`config.mk`:
```
export PLATFORM = sky130hd
export DESIGN_NAME = vdf_field_timing
export DESIGN_NICKNAME = d
export VERILOG_FILES = /design/src/vdf_pkg.sv /design/src/vdf_req_if.sv /design/src/vdf_dma_req.sv /design/src/vdf_field_timing.sv
export VERILOG_INCLUDE_DIRS = /design/src
export SDC_FILE = /design/constraint.sdc
export NUM_CORES = 1
export LEC_CHECK = 0
export BUFFER_PORTS_ARGS = -buffer_cell sky130_fd_sc_hd__buf_4
export CORE_ASPECT_RATIO = 0.75
export CORE_MARGIN = 2
export CORE_UTILIZATION = 60
export DETAILED_ROUTE_END_ITERATION = 6
export PLACE_DENSITY = 0.82
export RECOVER_POWER = 50
export SLEW_MARGIN = 15
export SYNTH_ARGS = -nofsm -noshare
export SYNTH_HDL_FRONTEND = slang
export SYNTH_SLANG_ARGS = --single-unit
```
`constraint.sdc`:
```
create_clock -name clk -period 7.55 [get_ports clk]
set_input_delay 1.1325 -clock clk [delete_from_list [all_inputs] [get_ports clk]]
set_output_delay 1.1325 -clock clk [all_outputs]
set_load 0.005 [all_outputs]
```
`src/vdf_defines.svh`:
```
`ifndef VDF_DEFINES_SVH
`define VDF_DEFINES_SVH

// Register byte offsets.
`define VDF_OFS_FIELD1_POSITION    8'h00
`define VDF_OFS_FIELD2_POSITION    8'h04
`define VDF_OFS_SPACE_THRESHOLD    8'h08
`define VDF_OFS_CONTROL            8'h0c
`define VDF_OFS_FIELD_BIT_CONTROL  8'h10
`define VDF_OFS_FRAME_SIZE         8'h14
`define VDF_OFS_IRQ_STATUS         8'h18
`define VDF_OFS_IRQ_MASK           8'h1c
`define VDF_OFS_COUNTERS           8'h20

// Position registers: line in the upper half, pixel in the lower half.
`define VDF_POS_LINE_HI            27
`define VDF_POS_LINE_LO            16
`define VDF_POS_PIXEL_HI           11
`define VDF_POS_PIXEL_LO           0
`define VDF_POS_RESET              12'h000

// Threshold register fields.
`define VDF_THR_F2_HI              25
`define VDF_THR_F2_LO              16
`define VDF_THR_DIV_HI             15
`define VDF_THR_DIV_LO             12
`define VDF_THR_F1_HI              9
`define VDF_THR_F1_LO              0
`define VDF_THR_RESET              10'h000
`define VDF_DIV_RESET              4'h1
`define VDF_DIV_ZERO_CODE          4'h0
`define VDF_DIV_ZERO_COUNT         5'h10

// Control register fields.
`define VDF_CTL_ENABLE_BIT         0
`define VDF_CTL_MODE_HI            2
`define VDF_CTL_MODE_LO            1
`define VDF_CTL_MODE_RESET         2'h0

// Field bit control register.
`define VDF_FBIT_BIT               0

// Interrupt status and mask bits.
`define VDF_IRQ_F1_BIT             0
`define VDF_IRQ_F2_BIT             1
`define VDF_IRQ_FRAME_BIT          2
`define VDF_IRQ_W                  3

`endif

```
`src/vdf_pkg.sv`:
```
package vdf_pkg;

   typedef enum logic [1:0] {
      VDF_MODE_RAW,
      VDF_MODE_BT656,
      VDF_MODE_YC
   } vdf_mode_e;

   typedef logic [11:0] vdf_pos_t;
   typedef logic [9:0]  vdf_thr_t;

endpackage

```
`src/vdf_req_if.sv`:
```
`timescale 1ns/1ps
`default_nettype none

interface vdf_req_if #(parameter int SPACE_W = 11);
   logic                enable;
   logic [SPACE_W-1:0]  space;
   logic [9:0]          threshold;
   logic                done;
   logic                request;

   modport chan (input enable, input space, input threshold, input done, output request);
   modport ctrl (output enable, output space, output threshold, output done, input request);
endinterface

`default_nettype wire

```
`src/vdf_dma_req.sv`:
```
`timescale 1ns/1ps
`default_nettype none

module vdf_dma_req #(
   parameter int SPACE_W = 11
) (
   // Clock and reset.
   input  wire logic clk,
   input  wire logic rst_n,
   // Channel.
   vdf_req_if.chan   ch
);

   logic pending_reg;
   logic request_reg;
   logic fire;

   // One request per transfer; a new one waits for the previous transfer to finish.
   assign fire = ch.enable && !pending_reg && ({{(16-SPACE_W){1'b0}}, ch.space} >= {6'h00, ch.threshold});

   always_ff @(posedge clk or negedge rst_n)
   begin
      if (!rst_n)
      begin
         pending_reg <= 1'b0;
      end
      else if (fire)
      begin
         pending_reg <= 1'b1;
      end
      else if (ch.done || !ch.enable)
      begin
         pending_reg <= 1'b0;
      end
   end

   always_ff @(posedge clk or negedge rst_n)
   begin
      if (!rst_n)
      begin
         request_reg <= 1'b0;
      end
      else
      begin
         request_reg <= fire;
      end
   end

   assign ch.request = request_reg;

endmodule // vdf_dma_req

`default_nettype wire

```
`src/vdf_field_timing.sv`:
```
// Notes on behaviour
// - Field 1 start line held in bits 27..16 of field1_position.
// - Field 1 start pixel held in bits 11..0 of field1_position.
// - Field id output goes low at field 1 start line and pixel.
// - Field 2 start line held in bits 27..16 of field2_position.
// - Field 2 start pixel held in bits 11..0 of field2_position.
// - Field id output goes high at field 2 start, in every mode.
// - In BT.656 and Y/C, embedded F bit comes from field bit control register.
// - Reserved bits of both position registers read zero, writes ignored.
// - Luma request allowed when luma FIFO space reaches the active threshold.
// - Chroma requests use half the active threshold, rounded up.
// - Raw mode: single FIFO request when space reaches the active threshold.
// - Field 2 threshold in bits 25..16 applies while field 2 runs.
// - Field 1 threshold in bits 9..0 applies while field 1 runs.
// - Raw mode: pixel counter advances every divisor clocks; divisor resets to one.
// - Divisor code zero means sixteen clocks per pixel count.
// - Threshold register bits 31..26 read zero, writes ignored.
//
// Added by the designer: strobed register access and the address map.
`timescale 1ns/1ps
`default_nettype none
`include "vdf_defines.svh"

module vdf_field_timing #(
   parameter int SPACE_W = 11
) (
   // Clock and reset.
   input  wire logic                 clk,
   input  wire logic                 rst_n,
   // Register port.
   input  wire logic [7:0]           reg_addr,
   input  wire logic [31:0]          reg_wdata,
   input  wire logic                 reg_wr,
   input  wire logic                 reg_rd,
   output var  logic [31:0]          reg_rdata,
   // Display FIFO free space in double words.
   input  wire logic [SPACE_W-1:0]   y_space,
   input  wire logic [SPACE_W-1:0]   cb_space,
   input  wire logic [SPACE_W-1:0]   cr_space,
   // Transfer completion from the DMA engine.
   input  wire logic                 y_dma_done,
   input  wire logic                 cb_dma_done,
   input  wire logic                 cr_dma_done,
   // DMA requests.
   output var  logic                 y_dma_request,
   output var  logic                 cb_dma_request,
   output var  logic                 cr_dma_request,
   // Video outputs.
   output var  logic                 field_id_out,
   output var  logic                 timing_code_f_bit,
   // Interrupt.
   output var  logic                 irq
);
   import vdf_pkg::*;

   // Register state.
   vdf_pos_t              f1_start_line_reg;
   vdf_pos_t              f1_start_pixel_reg;
   vdf_pos_t              f2_start_line_reg;
   vdf_pos_t              f2_start_pixel_reg;
   vdf_thr_t              f1_space_threshold_reg;
   vdf_thr_t              f2_space_threshold_reg;
   logic [3:0]            pixel_clock_divisor_reg;
   logic                  enable_reg;
   logic [1:0]            mode_reg;
   logic                  field_bit_control_reg;
   vdf_pos_t              last_line_reg;
   vdf_pos_t              last_pixel_reg;
   logic [`VDF_IRQ_W-1:0] irq_status_reg;
   logic [`VDF_IRQ_W-1:0] irq_mask_reg;
   logic [31:0]           reg_rdata_reg;
   logic [31:0]           reg_rdata_next;

   // Timing state.
   vdf_pos_t              frame_line_counter;
   vdf_pos_t              frame_pixel_counter;
   logic [4:0]            div_count_reg;
   logic [4:0]            div_value;
   logic                  pixel_advance;
   logic                  field_id_reg;
   logic                  f_bit_reg;
   logic                  irq_reg;
   logic                  f1_hit;
   logic                  f2_hit;
   logic                  frame_end;
   logic                  raw_mode;
   vdf_mode_e             mode;

   // Request channels.
   vdf_thr_t              active_space_threshold;
   vdf_thr_t              chroma_threshold;
   logic [`VDF_IRQ_W-1:0] irq_events;
   logic [`VDF_IRQ_W-1:0] irq_clear;

   vdf_req_if #(.SPACE_W(SPACE_W)) y_ch ();
   vdf_req_if #(.SPACE_W(SPACE_W)) cb_ch ();
   vdf_req_if #(.SPACE_W(SPACE_W)) cr_ch ();

   assign mode     = vdf_mode_e'(mode_reg);
   assign raw_mode = (mode == VDF_MODE_RAW);

   // Register writes.
   always_ff @(posedge clk or negedge rst_n)
   begin
      if (!rst_n)
      begin
         f1_start_line_reg  <= `VDF_POS_RESET;
         f1_start_pixel_reg <= `VDF_POS_RESET;
      end
      else if (reg_wr && reg_addr == `VDF_OFS_FIELD1_POSITION)
      begin
         f1_start_line_reg  <= reg_wdata[`VDF_POS_LINE_HI:`VDF_POS_LINE_LO];
         f1_start_pixel_reg <= reg_wdata[`VDF_POS_PIXEL_HI:`VDF_POS_PIXEL_LO];
      end
   end

   always_ff @(posedge clk or negedge rst_n)
   begin
      if (!rst_n)
      begin
         f2_start_line_reg  <= `VDF_POS_RESET;
         f2_start_pixel_reg <= `VDF_POS_RESET;
      end
      else if (reg_wr && reg_addr == `VDF_OFS_FIELD2_POSITION)
      begin
         f2_start_line_reg  <= reg_wdata[`VDF_POS_LINE_HI:`VDF_POS_LINE_LO];
         f2_start_pixel_reg <= reg_wdata[`VDF_POS_PIXEL_HI:`VDF_POS_PIXEL_LO];
      end
   end

   always_ff @(posedge clk or negedge rst_n)
   begin
      if (!rst_n)
      begin
         f1_space_threshold_reg  <= `VDF_THR_RESET;
         f2_space_threshold_reg  <= `VDF_THR_RESET;
         pixel_clock_divisor_reg <= `VDF_DIV_RESET;
      end
      else if (reg_wr && reg_addr == `VDF_OFS_SPACE_THRESHOLD)
      begin
         f1_space_threshold_reg  <= reg_wdata[`VDF_THR_F1_HI:`VDF_THR_F1_LO];
         f2_space_threshold_reg  <= reg_wdata[`VDF_THR_F2_HI:`VDF_THR_F2_LO];
         pixel_clock_divisor_reg <= reg_wdata[`VDF_THR_DIV_HI:`VDF_THR_DIV_LO];
      end
   end

   always_ff @(posedge clk or negedge rst_n)
   begin
      if (!rst_n)
      begin
         enable_reg <= 1'b0;
         mode_reg   <= `VDF_CTL_MODE_RESET;
      end
      else if (reg_wr && reg_addr == `VDF_OFS_CONTROL)
      begin
         enable_reg <= reg_wdata[`VDF_CTL_ENABLE_BIT];
         mode_reg   <= reg_wdata[`VDF_CTL_MODE_HI:`VDF_CTL_MODE_LO];
      end
   end

   always_ff @(posedge clk or negedge rst_n)
   begin
      if (!rst_n)
      begin
         field_bit_control_reg <= 1'b0;
      end
      else if (reg_wr && reg_addr == `VDF_OFS_FIELD_BIT_CONTROL)
      begin
         field_bit_control_reg <= reg_wdata[`VDF_FBIT_BIT];
      end
   end

   always_ff @(posedge clk or negedge rst_n)
   begin
      if (!rst_n)
      begin
         last_line_reg  <= `VDF_POS_RESET;
         last_pixel_reg <= `VDF_POS_RESET;
      end
      else if (reg_wr && reg_addr == `VDF_OFS_FRAME_SIZE)
      begin
         last_line_reg  <= reg_wdata[`VDF_POS_LINE_HI:`VDF_POS_LINE_LO];
         last_pixel_reg <= reg_wdata[`VDF_POS_PIXEL_HI:`VDF_POS_PIXEL_LO];
      end
   end

   always_ff @(posedge clk or negedge rst_n)
   begin
      if (!rst_n)
      begin
         irq_mask_reg <= '0;
      end
      else if (reg_wr && reg_addr == `VDF_OFS_IRQ_MASK)
      begin
         irq_mask_reg <= reg_wdata[`VDF_IRQ_W-1:0];
      end
   end

   // Register reads; an unmapped address reads as zero.
   always_comb
   begin
      reg_rdata_next = 32'h0000_0000;
      unique case (reg_addr)
         `VDF_OFS_FIELD1_POSITION:
         begin
            reg_rdata_next[`VDF_POS_LINE_HI:`VDF_POS_LINE_LO]   = f1_start_line_reg;
            reg_rdata_next[`VDF_POS_PIXEL_HI:`VDF_POS_PIXEL_LO] = f1_start_pixel_reg;
         end
         `VDF_OFS_FIELD2_POSITION:
         begin
            reg_rdata_next[`VDF_POS_LINE_HI:`VDF_POS_LINE_LO]   = f2_start_line_reg;
            reg_rdata_next[`VDF_POS_PIXEL_HI:`VDF_POS_PIXEL_LO] = f2_start_pixel_reg;
         end
         `VDF_OFS_SPACE_THRESHOLD:
         begin
            reg_rdata_next[`VDF_THR_F2_HI:`VDF_THR_F2_LO]   = f2_space_threshold_reg;
            reg_rdata_next[`VDF_THR_DIV_HI:`VDF_THR_DIV_LO] = pixel_clock_divisor_reg;
            reg_rdata_next[`VDF_THR_F1_HI:`VDF_THR_F1_LO]   = f1_space_threshold_reg;
         end
         `VDF_OFS_CONTROL:
         begin
            reg_rdata_next[`VDF_CTL_ENABLE_BIT]                  = enable_reg;
            reg_rdata_next[`VDF_CTL_MODE_HI:`VDF_CTL_MODE_LO]    = mode_reg;
         end
         `VDF_OFS_FIELD_BIT_CONTROL:
         begin
            reg_rdata_next[`VDF_FBIT_BIT] = field_bit_control_reg;
         end
         `VDF_OFS_FRAME_SIZE:
         begin
            reg_rdata_next[`VDF_POS_LINE_HI:`VDF_POS_LINE_LO]   = last_line_reg;
            reg_rdata_next[`VDF_POS_PIXEL_HI:`VDF_POS_PIXEL_LO] = last_pixel_reg;
         end
         `VDF_OFS_IRQ_STATUS:
         begin
            reg_rdata_next[`VDF_IRQ_W-1:0] = irq_status_reg;
         end
         `VDF_OFS_IRQ_MASK:
         begin
            reg_rdata_next[`VDF_IRQ_W-1:0] = irq_mask_reg;
         end
         `VDF_OFS_COUNTERS:
         begin
            reg_rdata_next[`VDF_POS_LINE_HI:`VDF_POS_LINE_LO]   = frame_line_counter;
            reg_rdata_next[`VDF_POS_PIXEL_HI:`VDF_POS_PIXEL_LO] = frame_pixel_counter;
         end
         default:
         begin
            reg_rdata_next = 32'h0000_0000;
         end
      endcase
   end

   always_ff @(posedge clk or negedge rst_n)
   begin
      if (!rst_n)
      begin
         reg_rdata_reg <= 32'h0000_0000;
      end
      else if (reg_rd)
      begin
         reg_rdata_reg <= reg_rdata_next;
      end
      else
      begin
         reg_rdata_reg <= 32'h0000_0000;
      end
   end

   // Pixel clock divider; outside raw mode every clock is one pixel count.
   assign div_value = (pixel_clock_divisor_reg == `VDF_DIV_ZERO_CODE) ?
                      `VDF_DIV_ZERO_COUNT : {1'b0, pixel_clock_divisor_reg};
   assign pixel_advance = enable_reg && (!raw_mode || (div_count_reg + 5'h01 >= div_value));

   always_ff @(posedge clk or negedge rst_n)
   begin
      if (!rst_n)
      begin
         div_count_reg <= 5'h00;
      end
      else if (!enable_reg || pixel_advance)
      begin
         div_count_reg <= 5'h00;
      end
      else
      begin
         div_count_reg <= div_count_reg + 5'h01;
      end
   end

   // Frame counters.
   assign frame_end = (frame_pixel_counter == last_pixel_reg) && (frame_line_counter == last_line_reg);

   always_ff @(posedge clk or negedge rst_n)
   begin
      if (!rst_n)
      begin
         frame_pixel_counter <= 12'h000;
         frame_line_counter  <= 12'h000;
      end
      else if (!enable_reg)
      begin
         frame_pixel_counter <= 12'h000;
         frame_line_counter  <= 12'h000;
      end
      else if (pixel_advance)
      begin
         if (frame_pixel_counter == last_pixel_reg)
         begin
            frame_pixel_counter <= 12'h000;
            frame_line_counter  <= (frame_line_counter == last_line_reg) ? 12'h000 :
                                   frame_line_counter + 12'h001;
         end
         else
         begin
            frame_pixel_counter <= frame_pixel_counter + 12'h001;
         end
      end
   end

   // A position is visited once per frame, and the compare is taken only on the advance.
   assign f1_hit = pixel_advance && (frame_line_counter == f1_start_line_reg) &&
                   (frame_pixel_counter == f1_start_pixel_reg);
   assign f2_hit = pixel_advance && (frame_line_counter == f2_start_line_reg) &&
                   (frame_pixel_counter == f2_start_pixel_reg);

   // Field 2 wins if both positions are programmed alike.
   always_ff @(posedge clk or negedge rst_n)
   begin
      if (!rst_n)
      begin
         field_id_reg <= 1'b0;
      end
      else if (f2_hit)
      begin
         field_id_reg <= 1'b1;
      end
      else if (f1_hit)
      begin
         field_id_reg <= 1'b0;
      end
   end

   // The embedded F bit ignores the field output entirely.
   always_ff @(posedge clk or negedge rst_n)
   begin
      if (!rst_n)
      begin
         f_bit_reg <= 1'b0;
      end
      else
      begin
         f_bit_reg <= raw_mode ? 1'b0 : field_bit_control_reg;
      end
   end

   // Threshold of the field in progress, and its rounded half for chroma.
   assign active_space_threshold = field_id_reg ? f2_space_threshold_reg :
                                                  f1_space_threshold_reg;
   assign chroma_threshold = {1'b0, active_space_threshold[9:1]} +
                             {9'h000, active_space_threshold[0]};

   assign y_ch.enable     = enable_reg;
   assign y_ch.space      = y_space;
   assign y_ch.threshold  = active_space_threshold;
   assign y_ch.done       = y_dma_done;

   // Raw mode drives one FIFO only, so the chroma channels stay idle.
   assign cb_ch.enable    = enable_reg && !raw_mode;
   assign cb_ch.space     = cb_space;
   assign cb_ch.threshold = chroma_threshold;
   assign cb_ch.done      = cb_dma_done;

   assign cr_ch.enable    = enable_reg && !raw_mode;
   assign cr_ch.space     = cr_space;
   assign cr_ch.threshold = chroma_threshold;
   assign cr_ch.done      = cr_dma_done;

   vdf_dma_req #(.SPACE_W(SPACE_W)) u_y_req (.clk(clk), .rst_n(rst_n), .ch(y_ch.chan));
   vdf_dma_req #(.SPACE_W(SPACE_W)) u_cb_req (.clk(clk), .rst_n(rst_n), .ch(cb_ch.chan));
   vdf_dma_req #(.SPACE_W(SPACE_W)) u_cr_req (.clk(clk), .rst_n(rst_n), .ch(cr_ch.chan));

   // Interrupt status; a new event beats a clear in the same cycle.
   assign irq_events = {enable_reg && pixel_advance && frame_end, f2_hit, f1_hit};
   assign irq_clear  = (reg_wr && reg_addr == `VDF_OFS_IRQ_STATUS) ? reg_wdata[`VDF_IRQ_W-1:0] : '0;

   always_ff @(posedge clk or negedge rst_n)
   begin
      if (!rst_n)
      begin
         irq_status_reg <= '0;
      end
      else
      begin
         irq_status_reg <= (irq_status_reg & ~irq_clear) | irq_events;
      end
   end

   always_ff @(posedge clk or negedge rst_n)
   begin
      if (!rst_n)
      begin
         irq_reg <= 1'b0;
      end
      else
      begin
         irq_reg <= |(irq_status_reg & irq_mask_reg);
      end
   end

   assign reg_rdata         = reg_rdata_reg;
   assign y_dma_request     = y_ch.request;
   assign cb_dma_request    = cb_ch.request;
   assign cr_dma_request    = cr_ch.request;
   assign field_id_out      = field_id_reg;
   assign timing_code_f_bit = f_bit_reg;
   assign irq               = irq_reg;

endmodule // vdf_field_timing

`default_nettype wire

```
# Word level (Yosys, flattened, before mapping)
# Cells that the tools add are included.
# op_classes
mux	28
reduce_logical	43
eq_ne	16
add_sub_neg	4
bitwise	4
order_cmp	4
# op_table
op	n
two-way mux 12 bit	7
== test 12 bit	6
one-hot mux 10 bit (5 select lines)	1
one-hot mux 7 bit (5 select lines)	1
greater-or-equal comparator 11 x 10 -> 1 bit	3
== test 8 x 5 -> 1 bit (second input constant)	4
two-way mux 28 bit	1
adder 12 x 1 -> 12 bit (second input constant)	2
logical AND 1 bit	23
== test 8 x 4 -> 1 bit (second input constant)	2
one-hot mux 2 bit (4 select lines)	2
one-hot mux 2 bit (8 select lines)	1
adder 9 x 1 -> 10 bit	1
two-way mux 10 bit	1
two-way mux 5 bit	2
two-way mux 1 bit	9
one-hot mux 1 bit (9 select lines)	1
== test 8 x 3 -> 1 bit (second input constant)	1
== test 8 x 6 -> 1 bit (second input constant)	1
logical NOT 8 bit	1
nonzero test 2 bit	4
bitwise AND 3 bit	2
logical NOT 1 bit	6
adder 5 x 1 -> 5 bit (second input constant)	1
11 further kinds	16
# word_totals
regBits	176
wordCells	126
output_inout_bits	38

# Depth between registers and ports, before layout
# Gate-level depths: netlist of run 1.
# depth
depth_word	9
ltp_mapped	16
ltp_nobuf	14

# Hierarchy
# A second synthesis of run 1 with hierarchy kept.
# hier_totals
hier_cells	894
hier_area_um2	9501.6
# modules_own_cells
module	instances	cells_per_inst	area_each_um2
vdf_field_timing	1	756	8480.6
vdf_dma_req	3	46	340.3

# Worst setup path after synthesis of run 1
# OpenSTA, ideal clock, no wires.
# synth_timing
path_kind	reg2reg
startpoint	reg field_id_reg, in the netlist field_id_out
endpoint	reg u_cb_req.pending_reg
path_stages_with_launch	16
setup_slack_ns	4.332
arrival_ns	3.147
path_buffers	2
period_less_slack_ns	3.218
path_cell_list	dfrtp_1 > buf_6 > buf_6 > mux2_2 > ha_1 > ha_1 > nand4_2 > a21oi_2 > nor2b_1 > xor2_1 > ha_1 > nor2_1 > nor3b_1 > nand3_1 > or4_1 > nand4_1
# synth_between
elab_chain_len	5
word_cells_on_any_way	6
# synth_rtl
item	line_no	source
start: declaration	vdf_field_timing.sv:80	logic field_id_reg;
start signal: assignment	vdf_field_timing.sv:332	field_id_reg <= 1'b0;
start signal: assignment	vdf_field_timing.sv:336	field_id_reg <= 1'b1;
start signal: assignment	vdf_field_timing.sv:340	field_id_reg <= 1'b0;
two-way mux 10 bit (*)	vdf_field_timing.sv:358	assign active_space_threshold = field_id_reg ? f2_space_threshold_reg :
adder 9 x 1 -> 10 bit (*)	vdf_field_timing.sv:360	assign chroma_threshold = {1'b0, active_space_threshold[9:1]} +
greater-or-equal comparator 11 x 10 -> 1 bit (*)	vdf_dma_req.sv:19	assign fire = ch.enable && !pending_reg && ({{(16-SPACE_W){1'b0}}, ch.space} >= {6'h00, ch.threshold});
logical AND 1 bit (*)	vdf_dma_req.sv:19	
two-way mux 1 bit or nonzero test 2 bit (tied branches)	n/a	
end signal: assignment	vdf_dma_req.sv:25	pending_reg <= 1'b0;
end signal: assignment	vdf_dma_req.sv:29	pending_reg <= 1'b1;
end signal: assignment	vdf_dma_req.sv:33	pending_reg <= 1'b0;
end: declaration	vdf_dma_req.sv:14	logic pending_reg;
# Mark *: on every way between the ends. The rest lies on a longest branch, timed or not.
# A chain may end at the register's enable or synchronous reset.

# Final worst setup path of run 1
# Ends and elaborated chain as after synthesis.

==> flow_metrics.py, run 1 <==
metrics = {
    "floorplan": {
        "rows": 39,
        "die-area_um2": 16800,
        "floorplan.initialDensity_pct": 61.8,
        "core_area_um2": 15300,
        "io_pins": 118,
        "die_x_um": 149,
        "die_h_um": 113,
    },
    "placement": {
        "pre_cts_ws_ns": 3.66,
        "dp_hpwl_um": 17100,
        "dp_cells": 1094,
        "gp_congestion": 0.895,
        "port_buffers": 109,
    },
    "clock_tree": {
        "clock_sinks": 172,
        "cts_resized": 0,
        "ctsHoldBuffers": 0,
        "cts_buffers": 17,
        "clockBufferDepth": 2,
        "htree_num_levels": 4,
        "clock_latency_ns": 0.43,
        "postCtsSetupBuffers": 0,
        "clk_pin_slew_ns": 0.06,
        "cts_tree": "done",
        "root_buffer": "clkbuf_16",
    },
    "power_and_ir_drop": {
        "combPwrFrac_pct": 11.2,
        "power.total_mw": 2.06,
        "clkPwrFrac_pct": 40.4,
        "max-vdd-ir-drop_uv": 156,
        "p_leak_nw": 5.24,
        "seq_power_share_pct": 48.4,
        "p_sw_mw": 0.531,
        "switching_share_pct": 25.8,
        "power.density_nw_per_um2": 189,
        "intPower_mw": 1.53,
    },
    "synthesis": {
        "synth_cells": 827,
        "synth_mux_area_share_pct": 14.9,
        "synth_xor_area_share_pct": 9.73,
        "synth_seq_area_share_pct": 45.5,
        "netlist_area_um2": 9460,
        "yosysTopAreaCell": "dfrtp_1",
        "avgSynthCellArea_um2": 11.4,
        "synth_edf_count": 0,
        "yosys.area.top_type_share_pct": 45.2,
        "ys_top_cells_by_area": "dfrtp_1 45%, mux2_2 10%, xnor2_1 5.6%",
        "synth_ff_type": "dfrtp_1",
        "synth-async-reset-ratio_pct": 100,
        "ys_seq_elements": 172,
        "yosys_warnings": 0,
        "synthSimpleGateAreaFrac_pct": 11.6,
        "synth_compound_gate_area_share_pct": 9.68,
        "synth_top_family_by_area": "multiplexers",
        "synth.distinct_cells": 75,
        "yosys.area_share.adder_pct": 4.73,
    },
    "sta": {
        "grt_setup_unrepaired": "false",
        "drv_slew": 0,
        "fin_tns_setup_ns": 0,
        "timing.final.hold_violations": 0,
        "timing.fmax_mhz": 251,
        "setup_ws_ns": 3.56,
        "tightest_slew_ns": 1.24,
        "slew_headroom_pct": 17.0,
        "skew_ns": 0.00846,
        "post-route-period-util_pct": 52.8,
        "setup_violations": 0,
        "period_minus_slack_ns": 3.99,
    },
    "routing": {
        "ant_nets": 0,
        "drtIter0Drc": 837,
        "dr.pass1.iters": 6,
        "viasPerCell": 6.35,
        "drt-total-wl_um": 24800,
        "wl_per_cell_um": 22.1,
        "num_vias": 7147,
        "drc": 0,
    },
    "final_layout": {
        "n_antenna_cell": 0,
        "largest_register_ffs": 28,
        "nNetsFinal": 1023,
        "area_growth_pct": 15.0,
        "finish.utilization_pct": 71.0,
        "layout_commonest_cell": "dfrtp_1",
        "layout_common_cells": "171 x dfrtp_1, 86 x mux2_2, 83 x buf_4",
        "drive_gt1_share_pct": 29.1,
        "fill_cells": 1098,
        "layout.cells.non_filler": 1126,
    },
    "setup_path": {
        "crit_arrival_ns": 4.35,
        "end_kind": "flop",
        "cp.required_ns": 7.91,
        "crit_path_start_kind": "flop",
        "crit_type": "reg2reg",
        "cp_max_fo": 20,
    },
    "min_path": {
        "holdCritPathClass": "reg2reg",
    },
    "grt": {
        "grt_max_degree": 100,
        "grt_pass1_wl_um": 39600,
        "antenna_found_initial": 0,
        "grt_overflow": 0,
        "track_usage_pct": 31.1,
        "first_global_vias": 7223,
    },
    "flow_run": {
        "maxCapViolCount": 0,
    },
    "status": {
        "outcome": "completed",
    },
}
==> final cells by class <==
cell class	instances	area, um^2	share of cell area [%]
Timing Repair Buffer	118	882	8.11
Multi-Input combinational cell	582	4820	44.3
Clock buffer	23	498	4.58
Inverter	17	63.8	0.586
Tap cell	205	256	2.36
Sequential cell	172	4310	39.6
Clock inverter	9	61.3	0.563
==> stage by stage <==
step	instance area, um^2	hold slack [ns]
detailed placement	10300	0.504
finish	10900	0.511
global placement	10300	0.493
floorplan	9470	0.458
CTS	10900	0.518
global route	10900	0.548
==> path summary, 6_finish.rpt <==
| check | start | end | slack, ns | cells after the start |
|---|---|---|---|---|
| setup / recovery | field_id_out | u_cb_req.pending_reg | 3.56 | 14 |
| hold / removal | div_count_reg[0] | div_count_reg[0] | 0.51 | 1 |
| setup reg to reg | field_id_out | u_cb_req.pending_reg | 3.56 | 14 |
| hold reg to reg | div_count_reg[0] | div_count_reg[0] | 0.51 | 1 |
| max in group asynchronous | rst_n | reg_rdata[23] | 5.25 | 2 |
| min in group asynchronous | rst_n | div_count_reg[2] | 0.81 | 1 |
==> worst max-delay path, stage by stage, from the launching register on <==
cell     delay, ns
dfrtp_1       0.91
mux2i_1       0.24
inv_1         0.13
ha_1          0.16
ha_1          0.27
nand4_2       0.18
a21oi_2       0.30
nor2b_1       0.19
xor2_1        0.24
ha_1          0.24
nor2_1        0.07
nor3b_1       0.18
nand3_1       0.11
or4_1         0.58
nand4_1       0.12
==> layer usage <==
layer	vias up	part of all wire, %	global-route usage (%)
met5	-	0	0
met2	360	44	44.9
met4	0	2.8	11.1
met1	3568	43	44.8
met3	57	10	9.84
li1	3162	-	-
==> cells by family after synthesis <==
group / count (synthesis)
and+or+nand+nor: 196
DFF: 172
AOI/OAI and AO/OA: 124
muxes: 120
xor gates and xnor gates: 102
buffers and inverters: 76
adders and majority gates: 36
other: 1
==> power by group through the flow <==
stage	Combinational [mW]	Sequential (mW)	Clock (mW)
floorplan	0.143	0.990	0
global placement	0.223	1.01	0
detailed placement	0.229	1.01	0
CTS	0.230	0.994	0.834
global route	0.256	0.999	0.877
finish	0.231	0.996	0.830
==> cell usage after synthesis (13+ instances only) <==
cell      count
nand2_1      35
mux2_2       86
mux2i_1      13
nor2_1       40
a22oi_1      21
dfrtp_1     171
xnor2_1      60
clkbuf_1     34
a21oi_1      31
buf_2        14
nand3_1      20
mux2_4       20
ha_1         35
xor2_1       40
nand4_1      32
and3_1       17
inv_1        17
a222oi_1     22
Note: power is estimated with default switching activity, not from simulation.
==> inputs of run 2 (changes only) <==
--- a/config.mk
+++ b/config.mk
@@ -9,9 +9,9 @@
 export BUFFER_PORTS_ARGS = -buffer_cell sky130_fd_sc_hd__buf_4
 export CORE_ASPECT_RATIO = 0.75
 export CORE_MARGIN = 2
-export CORE_UTILIZATION = 60
+export CORE_UTILIZATION = 53
 export DETAILED_ROUTE_END_ITERATION = 6
-export PLACE_DENSITY = 0.82
+export PLACE_DENSITY = 0.77
 export RECOVER_POWER = 50
 export SLEW_MARGIN = 15
 export SYNTH_ARGS = -nofsm -noshare
==> constraint.sdc (replaced) <==
create_clock -name clk -period 3.5 [get_ports clk]
set_input_delay 0.525 -clock clk [delete_from_list [all_inputs] [get_ports clk]]
set_output_delay 0.525 -clock clk [all_outputs]
set_load 0.005 [all_outputs]
==> flow_metrics.py, run 2 (synthesis gave the netlist of run 1 again) <==
metrics = {
    "status": {
        "outcome": "finished, violations left",
        "violations": "max-capacitance violations, max-slew violations",
    },
    "grt": {
        "grt_pass1_wl_um": 39400,
        "track_usage_pct": 27.7,
        "grt_max_degree": 79,
        "grt_overflow": 0,
        "first_global_vias": 7045,
        "antenna_found_initial": 0,
    },
    "floorplan": {
        "die_h_um": 120,
        "io_pins": 118,
        "rows": 42,
        "die_x_um": 158,
        "die-area_um2": 18900,
        "core_area_um2": 17600,
        "floorplan.initialDensity_pct": 53.9,
    },
    "setup_path": {
        "crit_arrival_ns": 3.58,
        "cpMaxStageDelayCell": "or4_1",
        "end_kind": "flop",
        "cp_top_family": "simple AND/OR/NAND/NOR gates",
        "cp_common_cell": "ha_1",
        "critical_path.max_stage_delay_ns": 0.53,
        "cp_max_fo": 5,
        "crit_path_start_kind": "flop",
        "crit_type": "reg2reg",
        "worstPathCellList": "mux2_2 > ha_1 > ha_2 > nand4_2 > a21oi_4 > nor2b_1 > xor2_1 > ha_1 > nand2_1 > o2111ai_1 > a221oi_1 > or4_1 > nand4_1",
        "cp_num_buf_inv": 0,
        "cp.required_ns": 3.88,
    },
    "power_and_ir_drop": {
        "seq_power_share_pct": 46.9,
        "combPwrFrac_pct": 11.6,
        "p_sw_mw": 1.19,
        "power.density_nw_per_um2": 413,
        "p_leak_nw": 5.30,
        "intPower_mw": 3.35,
        "max-vdd-ir-drop_uv": 280,
        "switching_share_pct": 26.2,
        "clkPwrFrac_pct": 41.5,
    },
    "final_layout": {
        "drive_gt1_share_pct": 29.9,
        "n_antenna_cell": 0,
        "largest_register_ffs": 28,
        "layout_commonest_cell": "dfrtp_1",
        "layout_common_cells": "171 x dfrtp_1, 112 x buf_4, 86 x mux2_2",
        "area_growth_pct": 16.4,
        "finish.utilization_pct": 62.7,
        "nNetsFinal": 1031,
        "seq_area_um2": 4310,
        "multi_input_area_um2": 4830,
        "fill_cells": 1407,
    },
    "sta": {
        "period_minus_slack_ns": 3.20,
        "skew_ns": 0.00804,
        "tightest_slew_ns": 1.63,
        "timing.fmax_mhz": 313,
        "drv_slew": 67,
        "setup_violations": 0,
        "slew_headroom_pct": -8.68,
        "setup_ws_ns": 0.300,
        "timing.final.hold_violations": 0,
        "fin_tns_setup_ns": 0,
        "post-route-period-util_pct": 91.4,
        "hold_ws_ns": 0.317,
    },
    "min_path": {
        "holdCritPathClass": "in2reg",
    },
    "routing": {
        "drt-total-wl_um": 24900,
        "ant_nets": 0,
        "drc": 0,
        "drtIter0Drc": 779,
        "num_vias": 7127,
        "wl_per_cell_um": 21.3,
        "dr.pass1.iters": 7,
        "viasPerCell": 6.09,
    },
    "clock_tree": {
        "cts_buffers": 17,
        "clockBufferDepth": 2,
        "root_buffer": "clkbuf_16",
        "cts_tree": "done",
        "htree_num_levels": 4,
        "clock_sinks": 172,
        "clock_latency_ns": 0.44,
        "clk_pin_slew_ns": 0.07,
    },
    "flow_run": {
        "maxCapViolCount": 1,
    },
    "placement": {
        "port_buffers": 109,
        "gp_congestion": 0.967,
        "dp_hpwl_um": 17900,
        "pre_cts_ws_ns": 0.272,
    },
}
[run 2: layout make-up]
| cell class | instances | area share, % |
|---|---|---|
| multi-input combinational | 582 | 43.9 |
| inverter | 17 | 0.579 |
| clock inverter | 13 | 1.27 |
| sequential | 172 | 39.1 |
| timing repair buffer | 126 | 8.51 |
| clock buffer | 19 | 3.93 |
| tap | 242 | 2.75 |
[run 2: per-layer routing]
metal / part of all wire [%] / global-route usage (%) / vias up
li1: - / - / 3188
met1: 45 / 40.7 / 3555
met2: 43 / 39.0 / 331
met3: 9.2 / 6.79 / 53
met4: 3.1 / 11.9 / 0
met5: 0 / 0 / -
[run 2: power groups by stage]
stage / clock [mW] / sequential, mW / combinational (mW)
finish: 1.89 / 2.13 / 0.529
global route: 1.99 / 2.14 / 0.580
CTS: 1.90 / 2.13 / 0.526
detailed placement: 0 / 2.16 / 0.522
global placement: 0 / 2.16 / 0.512
floorplan: 0 / 2.14 / 0.308
[run 2: final timing paths]
| kind | start | to | slack, ns | cells past startpoint |
|---|---|---|---|---|
| max in group asynchronous | rst_n | f2_start_line_reg[1] | 1.07 | 2 |
| worst max-delay path | field_id_out | u_cb_req.pending_reg | 0.30 | 13 |
| worst max register to register | field_id_out | u_cb_req.pending_reg | 0.30 | 13 |
| worst min register to register | div_count_reg[0] | div_count_reg[0] | 0.51 | 1 |
| min in group asynchronous | rst_n | f1_start_pixel_reg[2] | 0.49 | 1 |
| worst min-delay path | reg_wdata[13] | pixel_clock_divisor_reg[1] | 0.32 | 2 |
[run 2: per-stage QoR]
stage                     total power, mW  cell area [um^2]  std cells
after floorplan                      2.44              9470        830
after global placement               2.67             10400       1136
after detailed placement             2.69             10400       1136
after CTS                            4.55             11000       1168
after global routing                 4.70             11000       1171
final                                4.54             11000       1171
[run 2: what timing repair did]
action	in CTS	in global routing
gates resized for setup	0	2
hold endpoints to repair	0	0
setup buffers	0	3
endpoints found under the setup margin	0	3
hold buffers	0	0
[run 2: worst reg2reg max path: cells and delay by family, from the launching register on]
family	cells	cell delay (ns)
AO/OA/AOI/OAI	3	0.56
XOR/XNOR	1	0.11
adder cells (fa/ha/maj)	3	0.70
flip-flops	1	0.43
multiplexers	1	0.28
AND/OR/NAND/NOR	5	1.07
==> inputs of run 3 (changes only) <==
--- a/config.mk
+++ b/config.mk
@@ -7,12 +7,12 @@
 export NUM_CORES = 1
 export LEC_CHECK = 0
 export BUFFER_PORTS_ARGS = -buffer_cell sky130_fd_sc_hd__buf_4
-export CORE_ASPECT_RATIO = 0.75
 export CORE_MARGIN = 2
-export CORE_UTILIZATION = 53
+export CORE_UTILIZATION = 35
 export DETAILED_ROUTE_END_ITERATION = 6
-export PLACE_DENSITY = 0.77
+export PLACE_DENSITY = 0.55
 export RECOVER_POWER = 50
+export REMOVE_ABC_BUFFERS = 1
 export SLEW_MARGIN = 15
 export SYNTH_ARGS = -nofsm -noshare
 export SYNTH_HDL_FRONTEND = slang
==> flow_metrics.py, run 3 (synthesis gave the netlist of run 1 again) <==
metrics = {
    "status": {
        "outcome": "finished, violations left",
        "violations": "max-capacitance violations, max-slew violations",
    },
    "clock_tree": {
        "root_buffer": "clkbuf_16",
        "cts_buffers": 17,
        "cts_tree": "done",
        "clk_pin_slew_ns": 0.07,
        "clockBufferDepth": 2,
        "htree_num_levels": 4,
        "clock_sinks": 172,
        "postCtsSetupBuffers": 0,
        "clock_latency_ns": 0.44,
    },
    "floorplan": {
        "die_x_um": 168,
        "die_h_um": 168,
        "rows": 60,
        "io_pins": 118,
        "die-area_um2": 28400,
        "floorplan.initialDensity_pct": 35.4,
        "core_area_um2": 26700,
    },
    "min_path": {
        "holdCritStartpoint": "reg_wdata[15]",
        "holdCritPathClass": "in2reg",
    },
    "final_layout": {
        "seq_area_um2": 4310,
        "largest_register_ffs": 28,
        "fill_cells": 2579,
        "multi_input_area_um2": 4830,
        "n_antenna_cell": 0,
        "drive_gt1_share_pct": 29.4,
        "fin_area_um2": 11100,
        "area_growth_pct": 17.6,
        "nNetsFinal": 1031,
        "layout_commonest_cell": "dfrtp_1",
        "layout_common_cells": "171 x dfrtp_1, 87 x buf_4, 86 x mux2_2",
    },
    "setup_path": {
        "crit_arrival_ns": 3.65,
        "critPathLaunch": "field_id_out",
        "critical_path.max_stage_delay_ns": 0.57,
        "cp_top_family": "simple AND/OR/NAND/NOR gates",
        "cp_num_buf_inv": 0,
        "end_kind": "flop",
        "cpMaxStageDelayCell": "or4_1",
        "cp.required_ns": 3.87,
        "crit_path_start_kind": "flop",
        "cp_common_cell": "ha_1",
        "r2r_start": "field_id_out",
        "cp_max_fo": 5,
        "crit_type": "reg2reg",
        "worstPathCellList": "mux2_2 > ha_1 > ha_2 > nand4_2 > a21oi_4 > nor2b_1 > xor2_1 > ha_1 > nor2_1 > nor3b_1 > nand3_1 > or4_1 > nand4_1",
    },
    "power_and_ir_drop": {
        "switching_share_pct": 27.3,
        "max-vdd-ir-drop_uv": 283,
        "p_sw_mw": 1.23,
        "power.density_nw_per_um2": 404,
        "p_leak_nw": 5.26,
        "seq_power_share_pct": 47.4,
        "clkPwrFrac_pct": 40.8,
        "combPwrFrac_pct": 11.8,
        "intPower_mw": 3.27,
    },
    "sta": {
        "period_minus_slack_ns": 3.28,
        "post-route-period-util_pct": 93.8,
        "slew_headroom_pct": -52.0,
        "skew_ns": 0.00792,
        "grt_setup_unrepaired": "false",
        "timing.fmax_mhz": 305,
        "drv_slew": 38,
        "tightest_slew_ns": 2.28,
        "hold_ws_ns": 0.325,
        "timing.final.hold_violations": 0,
        "setup_violations": 0,
    },
    "grt": {
        "grt_max_degree": 102,
        "antenna_found_initial": 0,
        "grt_overflow": 0,
        "track_usage_pct": 18.9,
        "grt_pass1_wl_um": 40700,
        "first_global_vias": 6828,
    },
    "routing": {
        "ant_nets": 0,
        "viasPerCell": 5.41,
        "drtIter0Drc": 575,
        "dr.pass1.iters": 5,
        "drt-total-wl_um": 26400,
        "num_vias": 6867,
        "drc": 0,
        "wl_per_cell_um": 20.8,
    },
    "placement": {
        "port_buffers": 109,
        "gp_congestion": 0.825,
        "placed_cell_area_um2": 10600,
        "dp_hpwl_um": 18700,
    },
    "flow_run": {
        "maxCapViolCount": 1,
    },
}
[run 3: layout make-up]
class	count	share of cell area, %
inverter	17	0.573
clock buffer	19	4.07
multi-input combinational	582	43.4
tap	341	3.83
sequential	172	38.7
timing repair buffer	126	8.43
clock inverter	13	0.978
[run 3: final timing paths]
| path | end | slack, ns | cells past startpoint |
|---|---|---|---|
| worst max-delay path | u_cb_req.pending_reg | 0.22 | 13 |
| worst min-delay path | pixel_clock_divisor_reg[3] | 0.33 | 2 |
| worst max register to register | u_cb_req.pending_reg | 0.22 | 13 |
| worst min register to register | div_count_reg[0] | 0.51 | 1 |
| max in group asynchronous | div_count_reg[1] | 0.53 | 3 |
| min in group asynchronous | timing_code_f_bit | 1.32 | 2 |
[run 3: metrics by stage]
| stage | TNS [ns] | util [%] | worst slack, ns | total power, mW | std cells |
|---|---|---|---|---|---|
| finish | 0 | 41.6 | 0.216 | 4.49 | 1270 |
| global route | 0 | 41.6 | 0.00724 | 4.67 | 1270 |
| CTS | 0 | 41.7 | 0.208 | 4.54 | 1270 |
| detailed placement | 0 | 39.6 | 0.225 | 2.70 | 1237 |
| global placement | 0 | 39.6 | 0.303 | 2.69 | 1237 |
| floorplan | -0.605 | - | -0.0356 | 2.42 | 771 |
[run 3: power by group through the flow]
| stage | Sequential [mW] | Clock (mW) | Combinational [mW] |
|---|---|---|---|
| 6_report | 2.13 | 1.83 | 0.531 |
| 3_5_place_dp | 2.17 | 0 | 0.534 |
| 4_1_cts | 2.13 | 1.88 | 0.538 |
| 2_1_floorplan | 2.15 | 0 | 0.271 |
| 5_1_grt | 2.14 | 1.95 | 0.589 |
| 3_3_place_gp | 2.16 | 0 | 0.529 |
[run 3: worst register-to-register path, delay by kind of cell (launching register included)]
family / cells / cell delay (ns)
fa+ha+maj: 3 / 0.61
compound gates: 1 / 0.24
mux: 1 / 0.30
flops: 1 / 0.45
xor+xnor: 1 / 0.23
simple gates: 7 / 1.40
[run 3: repair_timing]
item,4_1_cts,5_1_grt
endpoints found under the hold margin,3,0
hold buffers,1,0
gates resized for setup,0,3
endpoints found under the setup margin,0,2
[run 3: routing by layer]
| metal | global-route usage [%] | vias up | routed length, um |
|---|---|---|---|
| met5 | 0 | - | 0 |
| met2 | 30.9 | 214 | 12500 |
| met4 | 5.62 | 0 | 558 |
| li1 | - | 3197 | - |
| met3 | 3.86 | 26 | 1480 |
| met1 | 25.4 | 3430 | 11900 |
